### src/mpsc_pkg.sv
// Constants and carriers for the MII/RMII port strap and pin direction block.
package mpsc_pkg;

  localparam int NIB_W          = 4;
  localparam int FIFO_DEPTH     = 8;
  localparam int SYNC_STAGES    = 2;
  localparam logic [1:0] STRAP_SETTLE = 2'h2;

  localparam int BIT_BACKPRESS  = 2;
  localparam int BIT_KEEP_COLL  = 1;
  localparam int BIT_AGGR_BOFF  = 0;
  localparam int BIT_P3_FC_OFF  = 3;
  localparam int BIT_P4_FC_ON   = 3;
  localparam int BIT_P4_HALF    = 2;
  localparam int BIT_P4_10M     = 1;

  localparam logic [3:0] RMII_MASK = 4'h3;
  localparam logic [3:0] MII_MASK  = 4'hf;

  typedef enum logic [1:0] {
    MPSC_MII_MAC = 2'b00,
    MPSC_MII_PHY = 2'b01,
    MPSC_RMII    = 2'b10
  } mpsc_if_mode_t;

  typedef struct packed {
    logic             valid;
    logic [NIB_W-1:0] data;
  } mpsc_nib_t;

  typedef struct packed {
    logic p3_backpressure;
    logic p3_keep_collided;
    logic p3_aggressive_backoff;
    logic p3_flow_ctrl;
    logic p4_fd_flow_ctrl;
    logic p4_half_duplex;
    logic p4_speed_10m;
  } mpsc_strap_t;

  localparam int NIB_BITS = $bits(mpsc_nib_t);

endpackage : mpsc_pkg

### src/mpsc_fifo.sv
// Parameterised valid/ready FIFO used on the port-4 receive path.
`timescale 1ns/100ps
`default_nettype none
module mpsc_fifo #(
  parameter int WIDTH = 5,
  parameter int DEPTH = 8
) (
  input  wire logic             core_clk,
  input  wire logic             rst_n,
  input  wire logic             in_valid,
  output logic                  in_ready,
  input  wire logic [WIDTH-1:0] in_data,
  output logic                  out_valid,
  input  wire logic             out_ready,
  output logic      [WIDTH-1:0] out_data
);
  localparam int AW = $clog2(DEPTH);

  logic [WIDTH-1:0] mem_r [DEPTH];
  logic [AW-1:0]    wr_ptr_r;
  logic [AW-1:0]    rd_ptr_r;
  logic [AW:0]      count_r;
  logic             push;
  logic             pop;

  assign in_ready  = (count_r != (AW+1)'(DEPTH));
  assign out_valid = (count_r != '0);
  assign push      = in_valid && in_ready;
  assign pop       = out_valid && out_ready;
  assign out_data  = mem_r[rd_ptr_r];

  // Storage needs no reset; reads are gated by count.
  always_ff @(posedge core_clk) begin
    if (push) begin
      mem_r[wr_ptr_r] <= in_data;
    end
  end

  always_ff @(posedge core_clk or negedge rst_n) begin
    if (!rst_n) begin
      wr_ptr_r <= '0;
      rd_ptr_r <= '0;
    end else begin
      if (push) begin
        wr_ptr_r <= (wr_ptr_r == AW'(DEPTH-1)) ? '0 : wr_ptr_r + 1'b1;
      end
      if (pop) begin
        rd_ptr_r <= (rd_ptr_r == AW'(DEPTH-1)) ? '0 : rd_ptr_r + 1'b1;
      end
    end
  end

  always_ff @(posedge core_clk or negedge rst_n) begin
    if (!rst_n) begin
      count_r <= '0;
    end else if (push && !pop) begin
      count_r <= count_r + 1'b1;
    end else if (pop && !push) begin
      count_r <= count_r - 1'b1;
    end
  end
endmodule // mpsc_fifo
`default_nettype wire

### src/mpsc_port_straps.sv
// Strap capture, pin directions and data paths of switch MAC ports 3 and 4.
`timescale 1ns/100ps
`default_nettype none
module mpsc_port_straps
  import mpsc_pkg::*;
(
  input  wire logic          core_clk,
  input  wire logic          rst_n,
  // Configuration levels.
  input  wire mpsc_if_mode_t p3_mode,
  input  wire mpsc_if_mode_t p4_mode,
  input  wire logic          clock_mode_strap_led,
  input  wire logic          p4_ref_out_enable,
  // Latched strap results.
  output mpsc_strap_t        strap_cfg,
  output logic               strap_done,
  // Port-3 receive pins: input, output, output enable.
  input  wire logic [3:0]    p3_rx_bits_i,
  output logic      [3:0]    p3_rx_bits_o,
  output logic      [3:0]    p3_rx_bits_oe,
  output logic               p3_rx_valid_o,
  output logic               p3_rx_valid_oe,
  output logic               p3_carrier_sense_o,
  output logic               p3_carrier_sense_oe,
  output logic               p3_collision_o,
  output logic               p3_collision_oe,
  // Port-3 user side.
  input  wire mpsc_nib_t     p3_rx_word,
  input  wire logic          p3_crs_in,
  input  wire logic          p3_col_in,
  // Port-4 receive pins.
  input  wire logic [3:0]    p4_rx_bits_i,
  output logic      [3:0]    p4_rx_bits_o,
  output logic      [3:0]    p4_rx_bits_oe,
  output logic               p4_carrier_rx_valid_o,
  output logic               p4_carrier_rx_valid_oe,
  // Port-4 clock pins.
  input  wire logic          p4_tx_clock_i,
  output logic               p4_tx_clock_o,
  output logic               p4_tx_clock_oe,
  input  wire logic          p4_rx_clock_i,
  output logic               p4_rx_clock_o,
  output logic               p4_rx_clock_oe,
  // Port-4 user receive stream.
  input  wire logic          p4_rx_in_valid,
  output logic               p4_rx_in_ready,
  input  wire logic [3:0]    p4_rx_in_data,
  // Port-4 transmit pins and user side.
  input  wire logic          p4_tx_enable,
  input  wire logic [3:0]    p4_tx_bits,
  output mpsc_nib_t          p4_tx_word,
  output logic               p4_tx_clock_seen,
  output logic               p4_rx_clock_seen
);

  logic [SYNC_STAGES-1:0] p3_sync_r [NIB_W];
  logic [SYNC_STAGES-1:0] p4_sync_r [NIB_W];
  logic [SYNC_STAGES-1:0] txen_sync_r;
  logic [SYNC_STAGES-1:0] txb_sync_r [NIB_W];
  logic [SYNC_STAGES-1:0] txc_sync_r;
  logic [SYNC_STAGES-1:0] rxc_sync_r;
  logic [3:0]             p3_pin;
  logic [3:0]             p4_pin;
  logic [3:0]             tx_pin;

  logic [1:0]  settle_r;
  logic        done_r;
  logic [3:0]  p3_strap_r;
  logic [2:0]  p4_strap_r;
  logic        p3_valid_r;
  logic [3:0]  p3_data_r;
  logic        p3_crs_r;
  logic        p3_col_r;
  logic        p4_valid_r;
  logic [3:0]  p4_data_r;
  logic        tx_valid_r;
  logic [3:0]  tx_data_r;
  logic        ref_clk_r;

  logic [NIB_BITS-1:0] fifo_in;
  logic [NIB_BITS-1:0] fifo_out;
  logic                fifo_out_valid;
  mpsc_nib_t           fifo_word;
  logic                p3_rmii;
  logic                p4_rmii;
  logic [3:0]          p3_width_mask;
  logic [3:0]          p4_width_mask;

  // Every pin sampled here is outside the core clock, so it gets two stages.
  genvar gi;
  generate
    for (gi = 0; gi < NIB_W; gi++) begin : g_sync
      always_ff @(posedge core_clk or negedge rst_n) begin
        if (!rst_n) begin
          p3_sync_r[gi] <= '0;
        end else begin
          p3_sync_r[gi] <= {p3_sync_r[gi][0], p3_rx_bits_i[gi]};
        end
      end

      always_ff @(posedge core_clk or negedge rst_n) begin
        if (!rst_n) begin
          p4_sync_r[gi] <= '0;
        end else begin
          p4_sync_r[gi] <= {p4_sync_r[gi][0], p4_rx_bits_i[gi]};
        end
      end

      always_ff @(posedge core_clk or negedge rst_n) begin
        if (!rst_n) begin
          txb_sync_r[gi] <= '0;
        end else begin
          txb_sync_r[gi] <= {txb_sync_r[gi][0], p4_tx_bits[gi]};
        end
      end
      assign p3_pin[gi] = p3_sync_r[gi][SYNC_STAGES-1];
      assign p4_pin[gi] = p4_sync_r[gi][SYNC_STAGES-1];
      assign tx_pin[gi] = txb_sync_r[gi][SYNC_STAGES-1];
    end
  endgenerate

  always_ff @(posedge core_clk or negedge rst_n) begin
    if (!rst_n) begin
      txen_sync_r <= '0;
    end else begin
      txen_sync_r <= {txen_sync_r[0], p4_tx_enable};
    end
  end

  always_ff @(posedge core_clk or negedge rst_n) begin
    if (!rst_n) begin
      txc_sync_r <= '0;
    end else begin
      txc_sync_r <= {txc_sync_r[0], p4_tx_clock_i};
    end
  end

  always_ff @(posedge core_clk or negedge rst_n) begin
    if (!rst_n) begin
      rxc_sync_r <= '0;
    end else begin
      rxc_sync_r <= {rxc_sync_r[0], p4_rx_clock_i};
    end
  end

  // The pins stay undriven until the synchronisers hold post-reset levels,
  // so the pull resistors alone decide the captured straps.
  always_ff @(posedge core_clk or negedge rst_n) begin
    if (!rst_n) begin
      settle_r <= '0;
      done_r   <= 1'b0;
    end else if (!done_r) begin
      if (settle_r == STRAP_SETTLE) begin
        done_r <= 1'b1;
      end else begin
        settle_r <= settle_r + 1'b1;
      end
    end
  end

  always_ff @(posedge core_clk or negedge rst_n) begin
    if (!rst_n) begin
      p3_strap_r <= '0;
    end else if (!done_r && settle_r == STRAP_SETTLE) begin
      p3_strap_r <= {p3_pin[BIT_BACKPRESS],
                     p3_pin[BIT_KEEP_COLL],
                     p3_pin[BIT_AGGR_BOFF],
                     !p3_pin[BIT_P3_FC_OFF]};
    end
  end

  always_ff @(posedge core_clk or negedge rst_n) begin
    if (!rst_n) begin
      p4_strap_r <= '0;
    end else if (!done_r && settle_r == STRAP_SETTLE) begin
      p4_strap_r <= {p4_pin[BIT_P4_FC_ON],
                     p4_pin[BIT_P4_HALF],
                     p4_pin[BIT_P4_10M]};
    end
  end

  assign strap_cfg  = mpsc_strap_t'({p3_strap_r, p4_strap_r});
  assign strap_done = done_r;

  assign p3_rmii       = (p3_mode == MPSC_RMII);
  assign p4_rmii       = (p4_mode == MPSC_RMII);
  assign p3_width_mask = p3_rmii ? RMII_MASK : MII_MASK;
  assign p4_width_mask = p4_rmii ? RMII_MASK : MII_MASK;

  // Port-3 receive: registered word; in RMII only bits 1:0 are driven.
  always_ff @(posedge core_clk or negedge rst_n) begin
    if (!rst_n) begin
      p3_valid_r <= 1'b0;
    end else begin
      p3_valid_r <= p3_rx_word.valid;
    end
  end

  always_ff @(posedge core_clk or negedge rst_n) begin
    if (!rst_n) begin
      p3_data_r <= '0;
    end else begin
      p3_data_r <= p3_rx_word.data & p3_width_mask;
    end
  end

  always_ff @(posedge core_clk or negedge rst_n) begin
    if (!rst_n) begin
      p3_crs_r <= 1'b0;
      p3_col_r <= 1'b0;
    end else begin
      p3_crs_r <= p3_crs_in;
      p3_col_r <= p3_col_in;
    end
  end

  assign p3_rx_bits_o        = p3_data_r;
  assign p3_rx_bits_oe       = done_r ? p3_width_mask : '0;
  assign p3_rx_valid_o       = p3_valid_r;
  assign p3_rx_valid_oe      = done_r;
  assign p3_carrier_sense_o  = p3_crs_r;
  assign p3_carrier_sense_oe = done_r && !p3_rmii;
  assign p3_collision_o      = p3_col_r;
  assign p3_collision_oe     = done_r && !p3_rmii;

  // Port-4 receive runs through the FIFO; it drains only once straps are in,
  // so a source that starts early is buffered, and held off by in_ready only once all 8 entries are full.
  assign fifo_in = {1'b1, p4_rx_in_data};

  mpsc_fifo #(
    .WIDTH (NIB_BITS),
    .DEPTH (FIFO_DEPTH)
  ) u_rx_fifo (
    .core_clk  (core_clk),
    .rst_n     (rst_n),
    .in_valid  (p4_rx_in_valid),
    .in_ready  (p4_rx_in_ready),
    .in_data   (fifo_in),
    .out_valid (fifo_out_valid),
    .out_ready (done_r),
    .out_data  (fifo_out)
  );

  assign fifo_word = mpsc_nib_t'(fifo_out);

  always_ff @(posedge core_clk or negedge rst_n) begin
    if (!rst_n) begin
      p4_valid_r <= 1'b0;
    end else if (done_r) begin
      p4_valid_r <= fifo_out_valid;
    end
  end

  always_ff @(posedge core_clk or negedge rst_n) begin
    if (!rst_n) begin
      p4_data_r <= '0;
    end else if (done_r) begin
      p4_data_r <= fifo_out_valid ? (fifo_word.data & p4_width_mask) : '0;
    end
  end

  assign p4_rx_bits_o           = p4_data_r;
  assign p4_rx_bits_oe          = done_r ? p4_width_mask : '0;
  assign p4_carrier_rx_valid_o  = p4_valid_r;
  assign p4_carrier_rx_valid_oe = done_r;

  // Reference toggle; the real 50 MHz comes from the crystal PLL, which this
  // 10 MHz core cannot produce, so this only stands in for its gating.
  always_ff @(posedge core_clk or negedge rst_n) begin
    if (!rst_n) begin
      ref_clk_r <= 1'b0;
    end else begin
      ref_clk_r <= !ref_clk_r;
    end
  end

  assign p4_tx_clock_o  = ref_clk_r;
  assign p4_tx_clock_oe = (p4_mode == MPSC_MII_PHY);
  assign p4_rx_clock_o  = ref_clk_r;
  // In normal clock mode the strap is high and software should clear the
  // reference enable; the gate is honoured either way.
  assign p4_rx_clock_oe = (p4_mode == MPSC_MII_PHY) ||
                          (p4_rmii && p4_ref_out_enable &&
                           !clock_mode_strap_led);

  // Port-4 transmit: upper bits ignored in RMII.
  always_ff @(posedge core_clk or negedge rst_n) begin
    if (!rst_n) begin
      tx_valid_r <= 1'b0;
    end else begin
      tx_valid_r <= txen_sync_r[SYNC_STAGES-1];
    end
  end

  always_ff @(posedge core_clk or negedge rst_n) begin
    if (!rst_n) begin
      tx_data_r <= '0;
    end else begin
      tx_data_r <= tx_pin & p4_width_mask;
    end
  end

  assign p4_tx_word       = '{valid: tx_valid_r, data: tx_data_r};
  assign p4_tx_clock_seen = txc_sync_r[SYNC_STAGES-1];
  assign p4_rx_clock_seen = rxc_sync_r[SYNC_STAGES-1];

endmodule // mpsc_port_straps
`default_nettype wire

### config.mk
export PLATFORM = sky130hd
export DESIGN_NAME = mpsc_port_straps
export DESIGN_NICKNAME = d
export VERILOG_FILES = /design/src/mpsc_pkg.sv /design/src/mpsc_fifo.sv /design/src/mpsc_port_straps.sv
export SDC_FILE = /design/constraint.sdc
export NUM_CORES = 1
export LEC_CHECK = 0
export ABC_AREA = 1
export BUFFER_PORTS_ARGS = -buffer_cell sky130_fd_sc_hd__buf_2
export CAP_MARGIN = 10
export CORE_MARGIN = 1.5
export CORE_UTILIZATION = 49
export DETAILED_ROUTE_END_ITERATION = 8
export PLACE_DENSITY = 0.79
export SLEW_MARGIN = 15
export SYNTH_ARGS = -nofsm -noshare
export SYNTH_HDL_FRONTEND = slang
export SYNTH_SLANG_ARGS = --single-unit
### constraint.sdc
create_clock -name core_clk -period 2 [get_ports core_clk]
set_input_delay 0.4 -clock core_clk [delete_from_list [all_inputs] [get_ports core_clk]]
set_output_delay 0.4 -clock core_clk [all_outputs]
set_load 0.02 [all_outputs]
==> results by group <==
GRT
  • Vias in the first global route: roughly 2,300
  • Grt ovf: 0
  • First-pass GRT wire length: approximately 11,000 um
  • Tot GR Track Use: 0.164
  • Initial antenna violation count: 0
  • Largest net degree at the start of global routing: 67

Worst hold path
  • Hold Path Class: input port to asynchronous set/reset pin

Logic synthesis
  • Yosys reg bits: 98
  • Syn_nets: about 360
  • Avg Inst Size Synth: 12.0 um^2
  • Seq/Total Area, Yosys: 0.683
  • Cell Area, Synth: about 0.0038 mm^2
  • Synth Instances: 320
  • Yosys warnings: 0
  • Yosys cell types: 30

Floorplan
  • Core area: 0.00765 mm^2
  • IO Count: 79
  • Die ar.: around 0.0083 mm^2
  • DIE HEIGHT: 91.4 um
  • Die width: between 90 and 100 um
  • Initial core utilization: 0.500
  • Site Rows: 32

Clock tree
  • Reg clk slew, reported paths: 0.10 ns
  • Clock buffer depth: 2
  • # H-tree levels: 3
  • Number of buffers created by CTS: 9
  • CTS tree: built
  • # hold bufs at CTS: 0
  • Clk sinks: ~100
  • Clk_lat worst skew: around 0.36 ns
  • CTS root buffer: clkbuf_8

STA
  • Crit share post-route: 0.929
  • Post-layout min period: between 1.5 and 2 ns
  • Slew HR: 0.725
  • RSZ-0062 raised after global routing: no
  • Tightest Pin Transition: 0.411 ns
  • Worst Skew: 0.0120 ns
  • Fin. Hold Viols: 0
  • Post-Route Setup TNS: 0 ns
  • Final Slew Violations: 0
  • Maximum clock rate: 0.538 GHz
  • Final setup violation count: 0

Critical path
  • CP startpoint kind: flop
  • Data required, critical path: between 2 and 2.5 ns
  • Buf/Inv on CP: 2
  • Worst Path Class, Setup: flop to flop
  • Crit path capture type: flop
  • Critical Path Max Stage Delay: 0.40 ns
  • Slowest cell on crit path: dfrtp_1
  • Worst Path Max Fanout: 9
  • CP most frequent cell: nand2_1
  • Worst EP arrival: approximately 2.1 ns
  • Cells along the critical path: nor2_2 -> and2_4 -> nor2_8 -> inv_4 -> ha_4 -> inv_4 -> ha_1 -> nand2_1 -> nand2_2 -> nand2_1 -> nand2_1 -> nand2_1 -> nand2_1 -> nand2_1
  • Top delay family on crit path: simple AND/OR/NAND/NOR gates

Placed design
  • Detailed Place HPWL: approximately 4600 um
  • I/O Buffers: 77
  • Placed cell count: roughly 500
  • GP Congestion: about 0.8

Cells and area
  • Layout area overhead: 17.1%
  • Antenna diodes: 0
  • Final Non-Filler Cells: 505
  • Fill count: just over 600
  • Layout cells sized above 1: 0.315
  • Commonest non-fill, non-tap cell in the layout: buf_2
  • Nets: around 440
  • Commonest cells after routing, fill and taps aside: 77 x buf_2, 71 x nand2_1, 65 x dfrtp_1

Status
  • Outcome: finished, final reports clean

Detailed routing
  • DRC viols: 0
  • DRT iter0 DRCs: 79
  • Post-route ant nets: 0
  • Final wirelength: around 6400 um
  • Vias per cell: around 4.7
  • Routed wire length per instance: roughly 13 um
  • Drt pass-1 iters: 4
  • Vias after detailed routing: 2,350

Run
  • Max_cap viols: 0

Power and ir drop
  • Leakage: 2.16 nW
  • Power per cell area: ~1200 mW/mm^2
  • Peak supply drop: around 0.48 mV
[logic make-up after synthesis]
family | Yosys count | synth area share
buffers and inverters | 64 | 0.0853
DFF | 98 | 0.683
adders and majority gates | 9 | 0.0314
xor gates and xnor gates | 4 | 0.00916
and+or+nand+nor | 126 | 0.152
muxes | 6 | 0.0177
AOI/OAI and AO/OA | 13 | 0.0216
[registers in the layout, summed over array words and instances, names as in the netlist, 3 cells and up]
register and flops:
u_rx_fifo.mem_r 32, p3_pin 4, p3_rx_bits_o 4, p3_strap_r 4, p3_sync_r 4, p4_rx_bits_o 4
tx_data_r 4, tx_pin 4, txb_sync_r 4, u_rx_fifo.count_r 4, p4_pin 3, p4_strap_r 3
p4_sync_r 3, u_rx_fifo.rd_ptr_r 3, u_rx_fifo.wr_ptr_r 3
[per-layer routing]
layer,vias to the layer above,global-route usage,routed length (um)
li1,1155,-,-
met1,1127,0.209,2720
met2,60,0.272,3280
met3,8,0.0444,330
met4,0,0.0586,92
met5,-,0,0
[cell usage after synthesis]
cell,number,area [um^2]
ha_1,8,100
and2_4,2,17.5
mux2_2,1,11.3
mux2_1,5,56.3
buf_6,2,22.5
nand3_1,27,135
o21ai_2,3,26.3
nand3_2,3,30.0
xor2_1,2,17.5
or2_2,1,6.26
a21boi_0,2,15.0
fa_1,1,20.0
xnor2_1,2,17.5
nand2_2,1,6.26
buf_12,1,20.0
o22ai_1,1,6.26
edfxtp_1,32,961
buf_2,1,5.00
nor2_1,15,56.3
nand2_4,3,33.8
inv_1,44,165
a21oi_1,1,5.00
nand2_1,72,270
nor2_8,1,20.0
inv_2,1,3.75
buf_4,13,97.6
inv_4,2,12.5
o21ai_0,6,30.0
nor2_2,1,6.26
dfrtp_1,66,1650
[power breakdown]
part | internal (mW) | switching, mW
logic | 0.681 | 1.02
clock network | 0.462 | 0.683
registers | 2.38 | 0.209
total | 3.52 | 1.91
[final timing paths]
path / start / endpoint / slack [ns] / depth (start not counted)
worst max-delay path: u_rx_fifo.count_r[0] / u_rx_fifo.count_r[3] / 0.14 / 14
worst min-delay path: rst_n / p4_sync_r[0] / 0.04 / 2
worst max register to register: u_rx_fifo.count_r[0] / u_rx_fifo.count_r[3] / 0.14 / 14
worst min register to register: p3_sync_r[2] / p3_pin[2] / 0.35 / 0
max in group asynchronous: rst_n / u_rx_fifo.count_r[2] / 1.68 / 2
min in group core_clk: p3_rx_bits_i[1] / p3_sync_r[4] / 0.14 / 1
[cell type report]
type / instances / area (um^2) / share of cell area
clock inverter: 6 / 47.5 / 0.0106
timing repair buffer: 85 / 458 / 0.102
inverter: 47 / 186 / 0.0416
sequential: 98 / 2610 / 0.583
clock buffer: 9 / 124 / 0.0276
multi-input combinational: 158 / 925 / 0.206
tap: 102 / 128 / 0.0285
[stage by stage]
| stage | worst slack [ns] | instance area, um^2 | power (mW) | util | hold slack, ns |
|---|---|---|---|---|---|
| 3_3_place_gp | 0.107 | 4280 | 4.18 | 0.560 | 0.332 |
| 4_1_cts | 0.0129 | 4460 | 5.41 | 0.583 | 0.0446 |
| 2_1_floorplan | 0.00994 | 3860 | 3.87 | - | 0.104 |
| 5_1_grt | 0.00627 | 4480 | 5.82 | 0.586 | 0.0475 |
| 6_report | 0.143 | 4480 | 5.43 | 0.586 | 0.0395 |
| 3_5_place_dp | 0.0182 | 4280 | 4.26 | 0.560 | 0.335 |
[timing repair]
action / CTS / global route
setup endpoints to repair: 1 / 2
buffers inserted: 1 / 2
pin swaps: 0 / 2
resized for setup: 0 / 5
Note: power is estimated with default switching activity, not from simulation.
